`config.mk`:
```
export PLATFORM = sky130hd
export DESIGN_NAME = iefc_top
export DESIGN_NICKNAME = d
export VERILOG_FILES = /design/src/iefc_pkg.sv /design/src/iefc_pin_if.sv /design/src/iefc_edge_detect.sv /design/src/iefc_top.sv
export VERILOG_INCLUDE_DIRS = /design/src
export SDC_FILE = /design/constraint.sdc
export NUM_CORES = 1
export LEC_CHECK = 0
export ABC_AREA = 1
export BUFFER_PORTS_ARGS = -buffer_cell sky130_fd_sc_hd__buf_2
export CORE_UTILIZATION = 52
export CTS_BUF_LIST = sky130_fd_sc_hd__clkbuf_4
export DETAILED_ROUTE_END_ITERATION = 10
export PLACE_DENSITY = 0.82
export SYNTH_ARGS = -nofsm -noshare
export SYNTH_HDL_FRONTEND = slang
export SYNTH_HIERARCHICAL = 1
export SYNTH_SLANG_ARGS = --single-unit
```
`constraint.sdc`:
```
create_clock -name CLOCK -period 1.4 [get_ports CLOCK]
set_clock_uncertainty 0.2 [all_clocks]
set_input_delay 0.07 -clock CLOCK [delete_from_list [all_inputs] [get_ports CLOCK]]
set_output_delay 0.07 -clock CLOCK [all_outputs]
set_load 0.05 [all_outputs]
```
`src/iefc_defs.svh`:
```
/*
  Named offsets, bit positions, reset values and widths of the interrupt
  enable and flag control block.
  Assumes it is included by bare name before any use of its macros.
*/
`ifndef IEFC_DEFS_SVH
`define IEFC_DEFS_SVH

// register bus geometry
`define IEFC_ADDR_W       3
`define IEFC_DATA_W       8
`define IEFC_OFS_CONTROL  3'h0
`define IEFC_OFS_PE_ONE   3'h1
`define IEFC_OFS_PE_TWO   3'h2
`define IEFC_OFS_EV_STAT  3'h3
`define IEFC_OFS_EV_MASK  3'h4

// control register field positions
`define IEFC_B_GEN   7
`define IEFC_B_PGEN  6
`define IEFC_B_T0IE  5
`define IEFC_B_EXIE  4
`define IEFC_B_PCIE  3
`define IEFC_B_T0IF  2
`define IEFC_B_EXIF  1
`define IEFC_B_PCIF  0

// reset values and fixed numbers
`define IEFC_RST_BYTE  8'h00
`define IEFC_PC_W      14
`define IEFC_VECTOR    14'h0004
`define IEFC_EV_W      3
`define IEFC_RST_EV    3'h0
`define IEFC_EV_VECT   0
`define IEFC_EV_RET    1
`define IEFC_EV_PCHG   2

`endif

```
`src/iefc_pkg.sv`:
```
/*
  Types shared by the interrupt enable and flag control modules.
  Assumes iefc_defs.svh supplies the numeric constants.
*/
package iefc_pkg;
  // gray coded along idle -> vector -> in_isr
  typedef enum logic [1:0] {
    IEFC_IDLE   = 2'b00,
    IEFC_VECTOR = 2'b01,
    IEFC_IN_ISR = 2'b11
  } iefc_state_t;

  typedef logic [7:0] iefc_byte_t;
endpackage : iefc_pkg

```
`src/iefc_pin_if.sv`:
```
/*
  Carrier between the top module and the external pin edge detector.
  Assumes both ends run on the same clock.
*/
`timescale 1ns/1ps
interface iefc_pin_if;
  logic pin_raw;     // asynchronous pin level
  logic edge_sel;    // 1 rising, 0 falling
  logic edge_pulse;  // one cycle per valid edge

  modport detector (input pin_raw, input edge_sel, output edge_pulse);
  modport owner (output pin_raw, output edge_sel, input edge_pulse);
endinterface : iefc_pin_if

```
`src/iefc_edge_detect.sv`:
```
/*
  External pin synchroniser and edge detector.
  Assumes the pin is asynchronous to clk and edge_sel is already
  synchronous.
*/
`timescale 1ns/1ps
module iefc_edge_detect
  import iefc_pkg::*;
(
  input wire logic      clk,   // system clock
  input wire logic      rst,   // synchronous reset, high
  input wire logic      ce,    // clock enable
  iefc_pin_if.detector  pin    // pin level in, edge pulse out
);
  logic sync1_reg;
  logic sync2_reg;
  logic prev_reg;
  logic primed_reg;

  // two flops before any logic reads the pin
  always_ff @(posedge clk) begin
    if (rst) begin
      sync1_reg <= 1'b0;
      sync2_reg <= 1'b0;
    end else if (ce) begin
      sync1_reg <= pin.pin_raw;
      sync2_reg <= sync1_reg;
    end
  end

  // history; primed masks the pulse only until the first cycle with ce high after reset
  always_ff @(posedge clk) begin
    if (rst) begin
      prev_reg   <= 1'b0;
      primed_reg <= 1'b0;
    end else if (ce) begin
      prev_reg   <= sync2_reg;
      primed_reg <= 1'b1;
    end
  end

  // edge polarity chosen by the select level
  assign pin.edge_pulse = ce & primed_reg &
    (pin.edge_sel ? (sync2_reg & ~prev_reg) : (~sync2_reg & prev_reg));
endmodule : iefc_edge_detect

```
`src/iefc_top.sv`:
```
/*
  Interrupt enable and flag control: control register, two peripheral
  enable registers, core request, vectoring handshake and event status.
  Assumes the core, timer0 and peripheral flag sources share CLOCK, the
  per-pin change flags live in a register outside, and the external pin
  is asynchronous.
*/
// The address map and the plain strobed port are this design's own decisions.
// How it works
// global enable passes or blocks every request
// peripheral gate needed for enable-register sources
// timer0 overflow sets flag, enable gates request
// external event sets flag, enable gates request
// summary flag is OR of per-pin flags
// summary flag ignores writes, follows per-pin flags
// flags set regardless of any enable
// software clears flags before enabling sources
// first enable register bit map
// second enable register bit map
// all control and enable bits reset zero
// taking interrupt clears global enable, loads vector
// return sets global enable again
// edge select picks rising or falling edge
// request is global and (core or gated peripheral)
`include "iefc_defs.svh"
`timescale 1ns/1ps
module iefc_top
  import iefc_pkg::*;
(
  input  wire logic                     CLOCK,                // system clock, 40 MHz
  input  wire logic                     RST,                  // synchronous reset, high
  input  wire logic                     CE,                   // clock enable, freezes state
  input  wire logic [`IEFC_ADDR_W-1:0]  ADDR,                 // register address
  input  wire logic [`IEFC_DATA_W-1:0]  WDATA,                // write data
  input  wire logic                     WR,                   // write strobe
  input  wire logic                     RD,                   // read strobe
  output logic      [`IEFC_DATA_W-1:0]  RDATA,                // read data, cycle after RD
  input  wire logic                     TIMER0_OVERFLOW,      // timer0 overflow pulse
  input  wire logic                     EXT_PIN,              // external interrupt pin
  input  wire logic                     EXT_EDGE_SELECT,      // 1 rising, 0 falling
  input  wire logic [7:0]               PER_PIN_CHANGE_FLAGS, // per-pin change flags
  input  wire logic [7:0]               PERIPH_FLAGS_ONE,     // first peripheral flags
  input  wire logic [7:0]               PERIPH_FLAGS_TWO,     // second peripheral flags
  input  wire logic                     RETURN_FROM_IRQ,      // core executes return
  output logic                          IRQ_REQ,              // request level to core
  output logic                          VECTOR_LOAD,          // flush, push pc, jump
  output logic      [`IEFC_PC_W-1:0]    VECTOR_ADDR,          // vector address
  output logic                          IRQ                   // event interrupt level
);

  // does any flag meet its enable
  function automatic logic any_enabled(input iefc_byte_t flags,
                                       input iefc_byte_t en);
    any_enabled = |(flags & en);
  endfunction : any_enabled

  // gate one selected bit of a flag byte by the same bit of an enable byte
  function automatic logic bit_enabled(input iefc_byte_t flags,
                                       input iefc_byte_t en,
                                       input int         pos);
    bit_enabled = flags[pos] & en[pos];
  endfunction : bit_enabled

  // control register bits
  logic global_irq_enable_reg;
  logic peripheral_gating_enable_reg;
  logic timer0_overflow_enable_reg;
  logic ext_pin_enable_reg;
  logic pin_change_enable_reg;
  logic timer0_overflow_flag_reg;
  logic ext_pin_flag_reg;
  logic pin_change_summary_flag_reg;

  // peripheral enable registers
  iefc_byte_t peripheral_enable_one_reg;
  iefc_byte_t peripheral_enable_two_reg;

  // event status and mask
  logic [`IEFC_EV_W-1:0] ev_status_reg;
  logic [`IEFC_EV_W-1:0] ev_mask_reg;
  logic [`IEFC_EV_W-1:0] ev_set;

  // sequencer
  iefc_state_t state_reg;
  iefc_state_t state_next;

  // bus and datapath
  iefc_byte_t  control_view;
  iefc_byte_t  rdata_reg;
  iefc_byte_t  rdata_next;
  logic        wr_control;
  logic        wr_pe_one;
  logic        wr_pe_two;
  logic        wr_ev_stat;
  logic        wr_ev_mask;
  logic        ext_edge;
  logic        core_pending;
  logic        periph_pending;
  logic        irq_req;
  logic        take;
  logic        summary_now;
  logic        vector_load_reg;
  logic [`IEFC_PC_W-1:0] vector_addr_reg;

  iefc_pin_if pin_bus ();

  // pin side of the carrier
  assign pin_bus.pin_raw  = EXT_PIN;
  assign pin_bus.edge_sel = EXT_EDGE_SELECT;
  assign ext_edge         = pin_bus.edge_pulse;

  // external pin synchroniser and edge detector
  iefc_edge_detect u_edge (
    .clk (CLOCK),
    .rst (RST),
    .ce  (CE),
    .pin (pin_bus.detector)
  );

  // address decode; writes while CE is low are dropped with the rest
  assign wr_control = WR && (ADDR == `IEFC_OFS_CONTROL);
  assign wr_pe_one  = WR && (ADDR == `IEFC_OFS_PE_ONE);
  assign wr_pe_two  = WR && (ADDR == `IEFC_OFS_PE_TWO);
  assign wr_ev_stat = WR && (ADDR == `IEFC_OFS_EV_STAT);
  assign wr_ev_mask = WR && (ADDR == `IEFC_OFS_EV_MASK);

  // summary of the per-pin flags, recomputed every cycle
  assign summary_now = |PER_PIN_CHANGE_FLAGS;

  // core sources, each flag through its own enable
  assign core_pending =
    (timer0_overflow_flag_reg & timer0_overflow_enable_reg) |
    (ext_pin_flag_reg & ext_pin_enable_reg) |
    (pin_change_summary_flag_reg & pin_change_enable_reg);

  // peripheral sources; bit i of each enable register gates flag i
  assign periph_pending =
    any_enabled(PERIPH_FLAGS_ONE, peripheral_enable_one_reg) |
    any_enabled(PERIPH_FLAGS_TWO, peripheral_enable_two_reg);

  // one request level: global gate over core and gated peripheral terms
  assign irq_req = global_irq_enable_reg &
                   (core_pending |
                    (peripheral_gating_enable_reg & periph_pending));

  // a request is taken at once; the core must act on VECTOR_LOAD
  assign take    = irq_req && CE;
  assign IRQ_REQ = irq_req;

  // global enable: taking clears it, return sets it, else software
  always_ff @(posedge CLOCK) begin
    if (RST) begin
      global_irq_enable_reg <= 1'b0;
    end else if (CE) begin
      if (take) begin
        global_irq_enable_reg <= 1'b0;
      end else if (RETURN_FROM_IRQ) begin
        global_irq_enable_reg <= 1'b1;
      end else if (wr_control) begin
        global_irq_enable_reg <= WDATA[`IEFC_B_GEN];
      end
    end
  end

  // plain enable bits of the control register
  always_ff @(posedge CLOCK) begin
    if (RST) begin
      peripheral_gating_enable_reg <= 1'b0;
      timer0_overflow_enable_reg   <= 1'b0;
      ext_pin_enable_reg           <= 1'b0;
      pin_change_enable_reg        <= 1'b0;
    end else if (CE && wr_control) begin
      peripheral_gating_enable_reg <= WDATA[`IEFC_B_PGEN];
      timer0_overflow_enable_reg   <= WDATA[`IEFC_B_T0IE];
      ext_pin_enable_reg           <= WDATA[`IEFC_B_EXIE];
      pin_change_enable_reg        <= WDATA[`IEFC_B_PCIE];
    end
  end

  // timer0 flag: an overflow in the clearing cycle still sets it
  always_ff @(posedge CLOCK) begin
    if (RST) begin
      timer0_overflow_flag_reg <= 1'b0;
    end else if (CE) begin
      if (TIMER0_OVERFLOW) begin
        timer0_overflow_flag_reg <= 1'b1;
      end else if (wr_control) begin
        timer0_overflow_flag_reg <= WDATA[`IEFC_B_T0IF];
      end
    end
  end

  // external pin flag: set wins over a software clear
  always_ff @(posedge CLOCK) begin
    if (RST) begin
      ext_pin_flag_reg <= 1'b0;
    end else if (CE) begin
      if (ext_edge) begin
        ext_pin_flag_reg <= 1'b1;
      end else if (wr_control) begin
        ext_pin_flag_reg <= WDATA[`IEFC_B_EXIF];
      end
    end
  end

  // summary flag is read only; it drops only once every pin flag is clear
  always_ff @(posedge CLOCK) begin
    if (RST) begin
      pin_change_summary_flag_reg <= 1'b0;
    end else if (CE) begin
      pin_change_summary_flag_reg <= summary_now;
    end
  end

  // first peripheral enable register, all bits read/write
  always_ff @(posedge CLOCK) begin
    if (RST) begin
      peripheral_enable_one_reg <= `IEFC_RST_BYTE;
    end else if (CE && wr_pe_one) begin
      peripheral_enable_one_reg <= WDATA;
    end
  end

  // second peripheral enable register, all bits read/write
  always_ff @(posedge CLOCK) begin
    if (RST) begin
      peripheral_enable_two_reg <= `IEFC_RST_BYTE;
    end else if (CE && wr_pe_two) begin
      peripheral_enable_two_reg <= WDATA;
    end
  end

  // sequencer next state; a new request in the isr nests if software
  // has set the global enable again
  always_comb begin
    state_next = state_reg;
    case (state_reg)
      IEFC_IDLE: begin
        if (take) begin
          state_next = IEFC_VECTOR;
        end
      end
      IEFC_VECTOR: begin
        state_next = IEFC_IN_ISR;
      end
      IEFC_IN_ISR: begin
        if (take) begin
          state_next = IEFC_VECTOR;
        end else if (RETURN_FROM_IRQ) begin
          state_next = IEFC_IDLE;
        end
      end
      default: begin
        state_next = IEFC_IDLE;
      end
    endcase
  end

  // sequencer state register
  always_ff @(posedge CLOCK) begin
    if (RST) begin
      state_reg <= IEFC_IDLE;
    end else if (CE) begin
      state_reg <= state_next;
    end
  end

  // vector load pulse and address come from flops, one cycle after take
  always_ff @(posedge CLOCK) begin
    if (RST) begin
      vector_load_reg <= 1'b0;
      vector_addr_reg <= `IEFC_VECTOR;
    end else if (CE) begin
      vector_load_reg <= take;
      vector_addr_reg <= `IEFC_VECTOR;
    end
  end

  assign VECTOR_LOAD = vector_load_reg;
  assign VECTOR_ADDR = vector_addr_reg;

  // events worth telling software about
  always_comb begin
    ev_set                = '0;
    ev_set[`IEFC_EV_VECT] = take;
    ev_set[`IEFC_EV_RET]  = RETURN_FROM_IRQ;
    ev_set[`IEFC_EV_PCHG] = summary_now & ~pin_change_summary_flag_reg;
  end

  // sticky status, cleared by writing one; a new event beats the clear
  always_ff @(posedge CLOCK) begin
    if (RST) begin
      ev_status_reg <= `IEFC_RST_EV;
    end else if (CE) begin
      if (wr_ev_stat) begin
        ev_status_reg <= (ev_status_reg & ~WDATA[`IEFC_EV_W-1:0]) | ev_set;
      end else begin
        ev_status_reg <= ev_status_reg | ev_set;
      end
    end
  end

  // mask for the event interrupt output
  always_ff @(posedge CLOCK) begin
    if (RST) begin
      ev_mask_reg <= `IEFC_RST_EV;
    end else if (CE && wr_ev_mask) begin
      ev_mask_reg <= WDATA[`IEFC_EV_W-1:0];
    end
  end

  // event interrupt stays high while any unmasked status bit is set
  assign IRQ = |(ev_status_reg & ev_mask_reg);

  // control register as software reads it
  always_comb begin
    control_view                = `IEFC_RST_BYTE;
    control_view[`IEFC_B_GEN]   = global_irq_enable_reg;
    control_view[`IEFC_B_PGEN]  = peripheral_gating_enable_reg;
    control_view[`IEFC_B_T0IE]  = timer0_overflow_enable_reg;
    control_view[`IEFC_B_EXIE]  = ext_pin_enable_reg;
    control_view[`IEFC_B_PCIE]  = pin_change_enable_reg;
    control_view[`IEFC_B_T0IF]  = timer0_overflow_flag_reg;
    control_view[`IEFC_B_EXIF]  = ext_pin_flag_reg;
    control_view[`IEFC_B_PCIF]  = pin_change_summary_flag_reg;
  end

  // read mux; unmapped offsets read zero
  always_comb begin
    rdata_next = `IEFC_RST_BYTE;
    case (ADDR)
      `IEFC_OFS_CONTROL: begin
        rdata_next = control_view;
      end
      `IEFC_OFS_PE_ONE: begin
        rdata_next = peripheral_enable_one_reg;
      end
      `IEFC_OFS_PE_TWO: begin
        rdata_next = peripheral_enable_two_reg;
      end
      `IEFC_OFS_EV_STAT: begin
        rdata_next[`IEFC_EV_W-1:0] = ev_status_reg;
      end
      `IEFC_OFS_EV_MASK: begin
        rdata_next[`IEFC_EV_W-1:0] = ev_mask_reg;
      end
      default: begin
        rdata_next = `IEFC_RST_BYTE;
      end
    endcase
  end

  // read data valid only in the cycle after the strobe, zero otherwise
  always_ff @(posedge CLOCK) begin
    if (RST) begin
      rdata_reg <= `IEFC_RST_BYTE;
    end else if (CE) begin
      rdata_reg <= RD ? rdata_next : `IEFC_RST_BYTE;
    end
  end

  assign RDATA = rdata_reg;

endmodule : iefc_top

```
Yosys cells after proc, flatten, opt, wreduce, memory -nomap -nowiden
Index checks and enable logic that the tools add are counted.
{ "word_totals": {"in_bits": 44, "word_cells": 79, "ff_bits": 43, "out_inout_bits": 25} }
{ "op_classes": {"n_mux": 12, "n_eq_ne": 4, "bitwise_logic": 24, "n_reduce_logical": 21} }
{ "ops": {"columns": ["cell", "n"], "rows": [
  ["$reduce_or A8 Y1", 3],
  ["$and A8 B8 Y8", 2],
  ["$pmux W3 S5", 1],
  ["$pmux W5 S3", 1],
  ["$and A1 B1 Y1", 10],
  ["$logic_and A1 B1 Y1", 10],
  ["$mux W1", 8],
  ["$mux W8", 1],
  ["$and A3 B3 Y3", 2],
  ["$eq A3 B2 Y1 const B", 2],
  ["$or A3 B3 Y3", 2],
  ["$reduce_and A2 Y1", 3],
  ["$or A1 B1 Y1", 4],
  ["$reduce_bool A2 Y1", 2],
  ["$eq A3 B1 Y1 const B", 1],
  ["$eq A3 B3 Y1 const B", 1],
  ["$logic_not A3 Y1", 1],
  ["$mux W3", 1],
  ["$not A1 Y1", 3],
  ["$not A3 Y3", 1],
  ["$reduce_bool A3 Y1", 1],
  ["$reduce_or A3 Y1", 1]
]} }

Depth between registers and ports, before layout
Gate-level depths: netlist of the first run.
{ "logic_depth": {"word_depth": 9, "ltp_mapped": 9} }

Hierarchy
Netlist of the first run, hierarchy kept.
{ "modules_own_cells": {"columns": ["module", "n_inst", "cells_each", "area_per_inst_um2", "seq_area_each_um2"], "rows": [
  ["iefc_top", 1, 278, 1945.6, 780.7],
  ["iefc_edge_detect", 1, 26, 166.4, 80.1]
]} }

Worst setup path before layout of the first run
Ideal clock, no wire load.
{ "synth_timing": {"kind": "register to output", "from": "reg pin_change_summary_flag_reg", "to": "out IRQ_REQ", "t_arrival_ps": 1377, "slack_ps": -247, "path_stages_with_launch": 5, "cell_sequence": "dfxtp_1 > inv_1 > o22ai_1 > a21oi_1 > a21oi_1"} }
{ "synth_via": {"elab_chain_len": 4} }
{ "synth_rtl": {"columns": ["element", "line_no", "text"], "rows": [
  ["from (decl)", "iefc_top.sv:72", "logic pin_change_summary_flag_reg;"],
  ["from (signal assigned)", "iefc_top.sv:211", "pin_change_summary_flag_reg <= summary_now;"],
  ["$and A1 B1 Y1", "iefc_top.sv:134", "(pin_change_summary_flag_reg & pin_change_enable_reg);"],
  ["$or A1 B1 Y1", "iefc_top.sv:133", "(ext_pin_flag_reg & ext_pin_enable_reg) |"],
  ["$or A1 B1 Y1", "iefc_top.sv:143", "(core_pending |"],
  ["$and A1 B1 Y1", "iefc_top.sv:142", "assign irq_req = global_irq_enable_reg &"],
  ["to (decl)", "iefc_top.sv:45", "output logic IRQ_REQ,"]
]} }
Every way passes these cells.

Final worst setup path of the first run
{ "layout_timing": {"from": "reg peripheral_enable_one_reg[7]", "to": "out IRQ_REQ"} }
{ "layout_via": {"elab_chain_len": 6} }
{ "layout_rtl": {"columns": ["element", "line_no", "text"], "rows": [
  ["from (decl)", "iefc_top.sv:75", "iefc_byte_t peripheral_enable_one_reg;"],
  ["from (signal assigned)", "iefc_top.sv:218", "peripheral_enable_one_reg <= `IEFC_RST_BYTE;"],
  ["$and A8 B8 Y8", "iefc_top.sv:54", "any_enabled = |(flags & en);"],
  ["$reduce_or A8 Y1", "iefc_top.sv:54", null],
  ["$or A1 B1 Y1", "iefc_top.sv:138", "any_enabled(PERIPH_FLAGS_ONE, peripheral_enable_one_reg) |"],
  ["$and A1 B1 Y1", "iefc_top.sv:144", "(peripheral_gating_enable_reg & periph_pending));"],
  ["$or A1 B1 Y1", "iefc_top.sv:143", null],
  ["$and A1 B1 Y1", "iefc_top.sv:142", null]
]} }
Every way passes these cells.

==> results of run 1 <==
[cells in the mapped netlist, drive strengths merged]
library cell	instances	share of area
a21oi	37	0.088
a22o	1	0.0041
a22oi	1	0.0036
buf	19	0.066
clkbuf	3	0.0053
conb	2	0.0036
dfxtp	43	0.41
inv	41	0.074
nand2	70	0.13
nand3	17	0.045
nand4	1	0.0030
nor2	26	0.051
nor4	2	0.0059
o21ai	30	0.071
o221ai	6	0.025
o22ai	5	0.015
[area by class of cell]
class	instances	area (sq um)
clock buffers	6	45.0
clock inverters	1	30.0
fillers	279	915
inverters	41	156
multi-input cells	210	1020
flip-flops and latches	43	868
well taps	48	60.1
repair buffers	96	676
[worst min-delay path by stage]
| stage | startpoint | end |
|---|---|---|
| floorplan | RST | RDATA[0] |
| finish | CE | RDATA[1] |
| global placement | EXT_PIN | u_edge/sync1_reg |
| CTS | ADDR[0] | ev_status_reg[1] |
| global route | CE | RDATA[2] |
| detailed placement | EXT_PIN | u_edge/sync1_reg |
[power by group]
group	total, uW	switching [uW]	internal [uW]
clock	778	390	388
sequential	1270	18.6	1260
combinational	425	264	161
total	2480	672	1800
[through the flow]
step	utilization	setup TNS [ps]	cell area, sq um	std cells	setup slack [ps]
floorplan	-	0	2170	316	2.25
CTS	0.747	-386	2820	443	-254
global placement	0.656	-173	2470	411	-46.1
global route	0.757	-734	2860	445	-381
finish	0.757	-279	2860	445	-279
detailed placement	0.656	-215	2470	411	-55.4
[layer usage]
layer / GRT usage / share of wire
met1: 0.372 / 0.41
met2: 0.478 / 0.48
met3: 0.0451 / 0.068
met4: 0.120 / 0.037
met5: 0 / 0
[logic make-up after synthesis]
group	after synthesis
AOI/OAI and AO/OA	80
and+or+nand+nor	116
buffers and inverters	63
other	2
DFF	43
[critical path: stages (launching register included)]
cell,delay [ps]
dfxtp_1,330
nand2_1,60
nand2_1,60
nor2_2,110
nand2_1,80
o21ai_2,170
a21oi_2,90
buf_6,160
[what timing repair did]
item	CTS	global route
endpoints found under the hold margin	43	3
gates resized for setup	8	13
pin swaps	2	3
setup endpoints to repair	5	13
buffers inserted	0	1
hold buffers	25	2
gates cloned	0	0
[placed cells by master (no fill, tap or decap), types with 2 or more instances in the layout]
master	synthesis	final
nand2_1	67	64
nand2_4	2	2
nand2_2	1	4
buf_2	3	52
nor2_2	1	3
nand3_1	15	14
o221ai_1	6	5
o21ai_1	11	11
conb_1	2	14
dfxtp_1	43	37
o22ai_1	5	5
dfxtp_2	0	6
o21ai_0	19	18
inv_1	34	31
buf_4	15	15
nand3_2	2	3
clkbuf_4	0	6
inv_2	6	9
nor4_1	2	2
dlygate4sd3_1	0	26
a21oi_1	37	36
nor2_1	24	22
buf_6	1	2
==> results.toml, run 1 <==
[floorplanning]
start_util = 0.560
die_w_microns = 65.7
ios = 69
std_cell_rows = 22
chipHeight_microns = 65.7
die-area_sq_um = 4320
design.core.area_sq_um = 3770

[detailed_routing]
final_antenna_net_count = 0
wl_per_cell_microns = 13.1
first_pass_iters = 4
drt-initial-drc-count = 177
drt-total-wl_microns = 5820
vias_per_cell = 5.15
drc = 0
route.vias.total = 2290

[grt]
overflow = 0
grt_pass1_vias = 2098
antenna_found_initial = 0
grt_max_degree = 26
grt_use_total = 0.290
grt_first_pass_wirelength_microns = 9450

[timing]
slew_violations = 0
period_share = 1.20
setup_ws_ps = -279
rsz0062_at_grt = "true"
setup_viol = 1
hold_viol = 4
whs_ps = -13.8
fin_crit_ps = 1680
max_freq_mhz = 596

[synth]
ys_ff_latch = 43
synth-compound-area-share = 0.206
synth_xor_area_frac = 0
synth-simple-area-share = 0.238
synth_fa_ha_area_frac = 0
ys_seq_area_frac = 0.408
synth_top_family_by_area = "simple AND/OR/NAND/NOR gates"
syn_inst = 304
synthMuxAreaShare = 0
netlist-cell-type-count = 26
avgSynthCellArea_sq_um = 6.95
yosysWarnings = 6
syn_area_sq_um = 2110

[critical_path]
crit_start = "peripheral_enable_one_reg[7]"
reg2reg_depth = 9
critPathKind = "reg -> out"
worstSetupEndpointType = "primary output"
r2r_slack_ps = 0
crit_arrival_ps = 1410
critPathMaxFanout = 2
start_kind = "flop"
crit_path_end = "IRQ_REQ"
crit_required_ps = 1130
r2r-start = "peripheral_enable_one_reg[7]"
reg2reg_to = "global_irq_enable_reg"

[place]
dp_hpwl_microns = 3920
place_congestion = 0.867
numPortBuffers = 54

[clock_tree]
htree_levels = 2
cts_made_buffers = 5
cts.path.max_buffers = 2
clk_pin_slew_worst_paths_ps = 130
cts_tree = "done"
clkSinkCount = 43
clk_latency_ps = 350
cts_root_buffer = "clkbuf_4"

[run_status]
status = "finished, violations left"
violations = "negative hold slack, negative setup slack"

[min_path]
holdCritPathClass = "in -> reg"
hold_depth = 4

[final_layout]
antenna_cells = 0
syn_to_final_growth_pct = 35.2
layout-drive-gt1-share = 0.275
nets = 441

[job]
cap_viol_max_count = 0

[pwr]
total_power_uw = 2480
p_leak_uw = 0.00134
powerDensity_nw_per_um2 = 867
ir_worst_vdd_v = 0.000609
(Power assumes the default switching activity.)
==> inputs of run 2 (changes only) <==
- CORE_UTILIZATION: 52 -> 30
- PLACE_DENSITY: 0.82 -> default
==> results.toml, run 2 (same netlist as run 1, synthesis figures left out) <==
[final_layout]
antenna_cells = 0
final_cell_mix = "66 x nand2_1, 51 x buf_2, 38 x dfxtp_1, 34 x a21oi_1, 32 x inv_1"
layout_commonest_cell = "nand2_1"
stdcell_count = 501
syn_to_final_growth_pct = 41.6
layout-drive-gt1-share = 0.281
nets = 448
fin_util = 0.440

[detailed_routing]
drc = 0
drt-total-wl_microns = 5810
route.vias.total = 2201
first_pass_iters = 4
vias_per_cell = 4.39
wl_per_cell_microns = 11.6
drt-initial-drc-count = 119
final_antenna_net_count = 0

[pwr]
total_power_uw = 2350
pwr-share-seq = 0.541
powerDensity_nw_per_um2 = 787
ir_worst_vdd_v = 0.000296
clkPwrFrac = 0.273
combPwrFrac = 0.186
p_switching_uw = 712
p_leak_uw = 0.00137
switching_share = 0.302
power.internal_uw = 1640

[min_path]
min_from = "CE"
holdCritPathClass = "in -> reg"
hold_depth = 4
min_to = "ev_status_reg[1]"

[critical_path]
reg2reg_depth = 11
path_common_cell = "nand2_1"
crit_chain = "nand2_1, nand2_1, nor2_2, nand2_2, o21ai_2, a21oi_2, buf_6"
start_kind = "flop"
cp_slowest_cell = "dfxtp_2"
critPathKind = "reg -> out"
critPathMaxFanout = 2
r2r-start = "peripheral_enable_one_reg[1]"
r2r_slack_ps = -160
worstSetupEndpointType = "primary output"
crit_arrival_ps = 1430
reg2reg_to = "global_irq_enable_reg"
crit_required_ps = 1130
cp_slowest_stage_delay_ps = 340

[floorplanning]
start_util = 0.311
die_w_microns = 85.9
ios = 69
design.core.area_sq_um = 6790
chipHeight_microns = 85.9
std_cell_rows = 30
die-area_sq_um = 7380

[timing]
slew_violations = 0
fin_crit_ps = 1700
setup-tns-final_ps = -762
setup_viol = 5
max_freq_mhz = 590
period_share = 1.21
setup_ws_ps = -296
whs_ps = -33.8
rsz0062_at_grt = "true"
hold_viol = 1

[grt]
grt_use_total = 0.164
grt_first_pass_wirelength_microns = 9470
grt_pass1_vias = 2075
antenna_found_initial = 0
overflow = 0
grt_max_degree = 26

[clock_tree]
cts.path.max_buffers = 2
htree_levels = 2
cts_root_buffer = "clkbuf_4"
clkSinkCount = 43
cts_tree = "done"
cts_made_buffers = 5
clk_latency_ps = 370
clk_pin_slew_worst_paths_ps = 130

[place]
dp_hpwl_microns = 4370
placed_cells = 463
place_congestion = 0.840
numPortBuffers = 54

[run_status]
status = "finished, violations left"
violations = "negative hold slack, negative setup slack"

[job]
cap_viol_max_count = 0
==> run 2: cell count changes in the layout (fill, tap and decap cells not counted), moves of 2 or more <==
| cell | previous run | this run |
|---|---|---|
| a21oi_2 | 1 | 3 |
| dlygate4sd3_1 | 26 | 28 |
| a21oi_1 | 36 | 34 |
| buf_4 | 15 | 19 |
| nand2_1 | 64 | 66 |
| nand2_2 | 4 | 2 |
==> run 2: how the worst max path moves through the flow <==
stage	depth (start not counted)	startpoint	slack, ps	endpoint
after floorplan	6	peripheral_enable_one_reg[6]	2	IRQ_REQ
after global placement	8	peripheral_enable_two_reg[1]	-100	VECTOR_LOAD
after detailed placement	8	peripheral_enable_two_reg[1]	-130	VECTOR_LOAD
after CTS	7	peripheral_enable_two_reg[3]	-320	IRQ_REQ
after global routing	7	peripheral_enable_one_reg[0]	-360	IRQ_REQ
final	7	peripheral_enable_one_reg[1]	-300	IRQ_REQ
==> run 2: layer usage <==
layer / part of all wire / wire length [microns] / track usage / vias up
met3: 0.034 / 198 / 0.0250 / 7
met5: 0 / 0 / 0 / -
met4: 0.013 / 74 / 0.0545 / 0
li1: - / - / - / 1161
met2: 0.48 / 2820 / 0.287 / 52
met1: 0.47 / 2730 / 0.206 / 981
==> run 2: area by class of cell <==
| type | instances | area (sq um) |
|---|---|---|
| Inverter | 41 | 156 |
| Clock inverter | 2 | 12.5 |
| Sequential cell | 43 | 867 |
| Multi-Input combinational cell | 210 | 1040 |
| Clock buffer | 6 | 45.0 |
| Timing Repair Buffer | 103 | 753 |
| Fill cell | 727 | 3800 |
| Tap cell | 96 | 120 |
==> run 2: worst max-delay path: cells and delay by family, from the launching register on <==
family | cells | cell delay, ps
buffers and inverters | 1 | 160
AND/OR/NAND/NOR | 4 | 310
flip-flops | 1 | 340
AO/OA/AOI/OAI | 2 | 260
==> run 2: timing repair <==
action	CTS	global route
setup endpoints to repair	5	24
hold buffers	30	0
setup buffers	1	1
hold endpoints to repair	43	0
pin swaps	3	5
gates resized for setup	10	13
==> run 2: power by group through the flow <==
stage	clock (uW)	sequential [uW]	combinational, uW
3_3_place_gp	0	1300	363
2_1_floorplan	0	1300	246
6_report	644	1270	437
4_1_cts	654	1270	433
5_1_grt	706	1280	477
3_5_place_dp	0	1300	366
==> run 2: stage by stage <==
step	area (sq um)	setup slack, ps
finish	2990	-296
floorplan	2170	2.25
detailed placement	2570	-126
CTS	2970	-321
global route	2990	-359
global placement	2570	-96.5
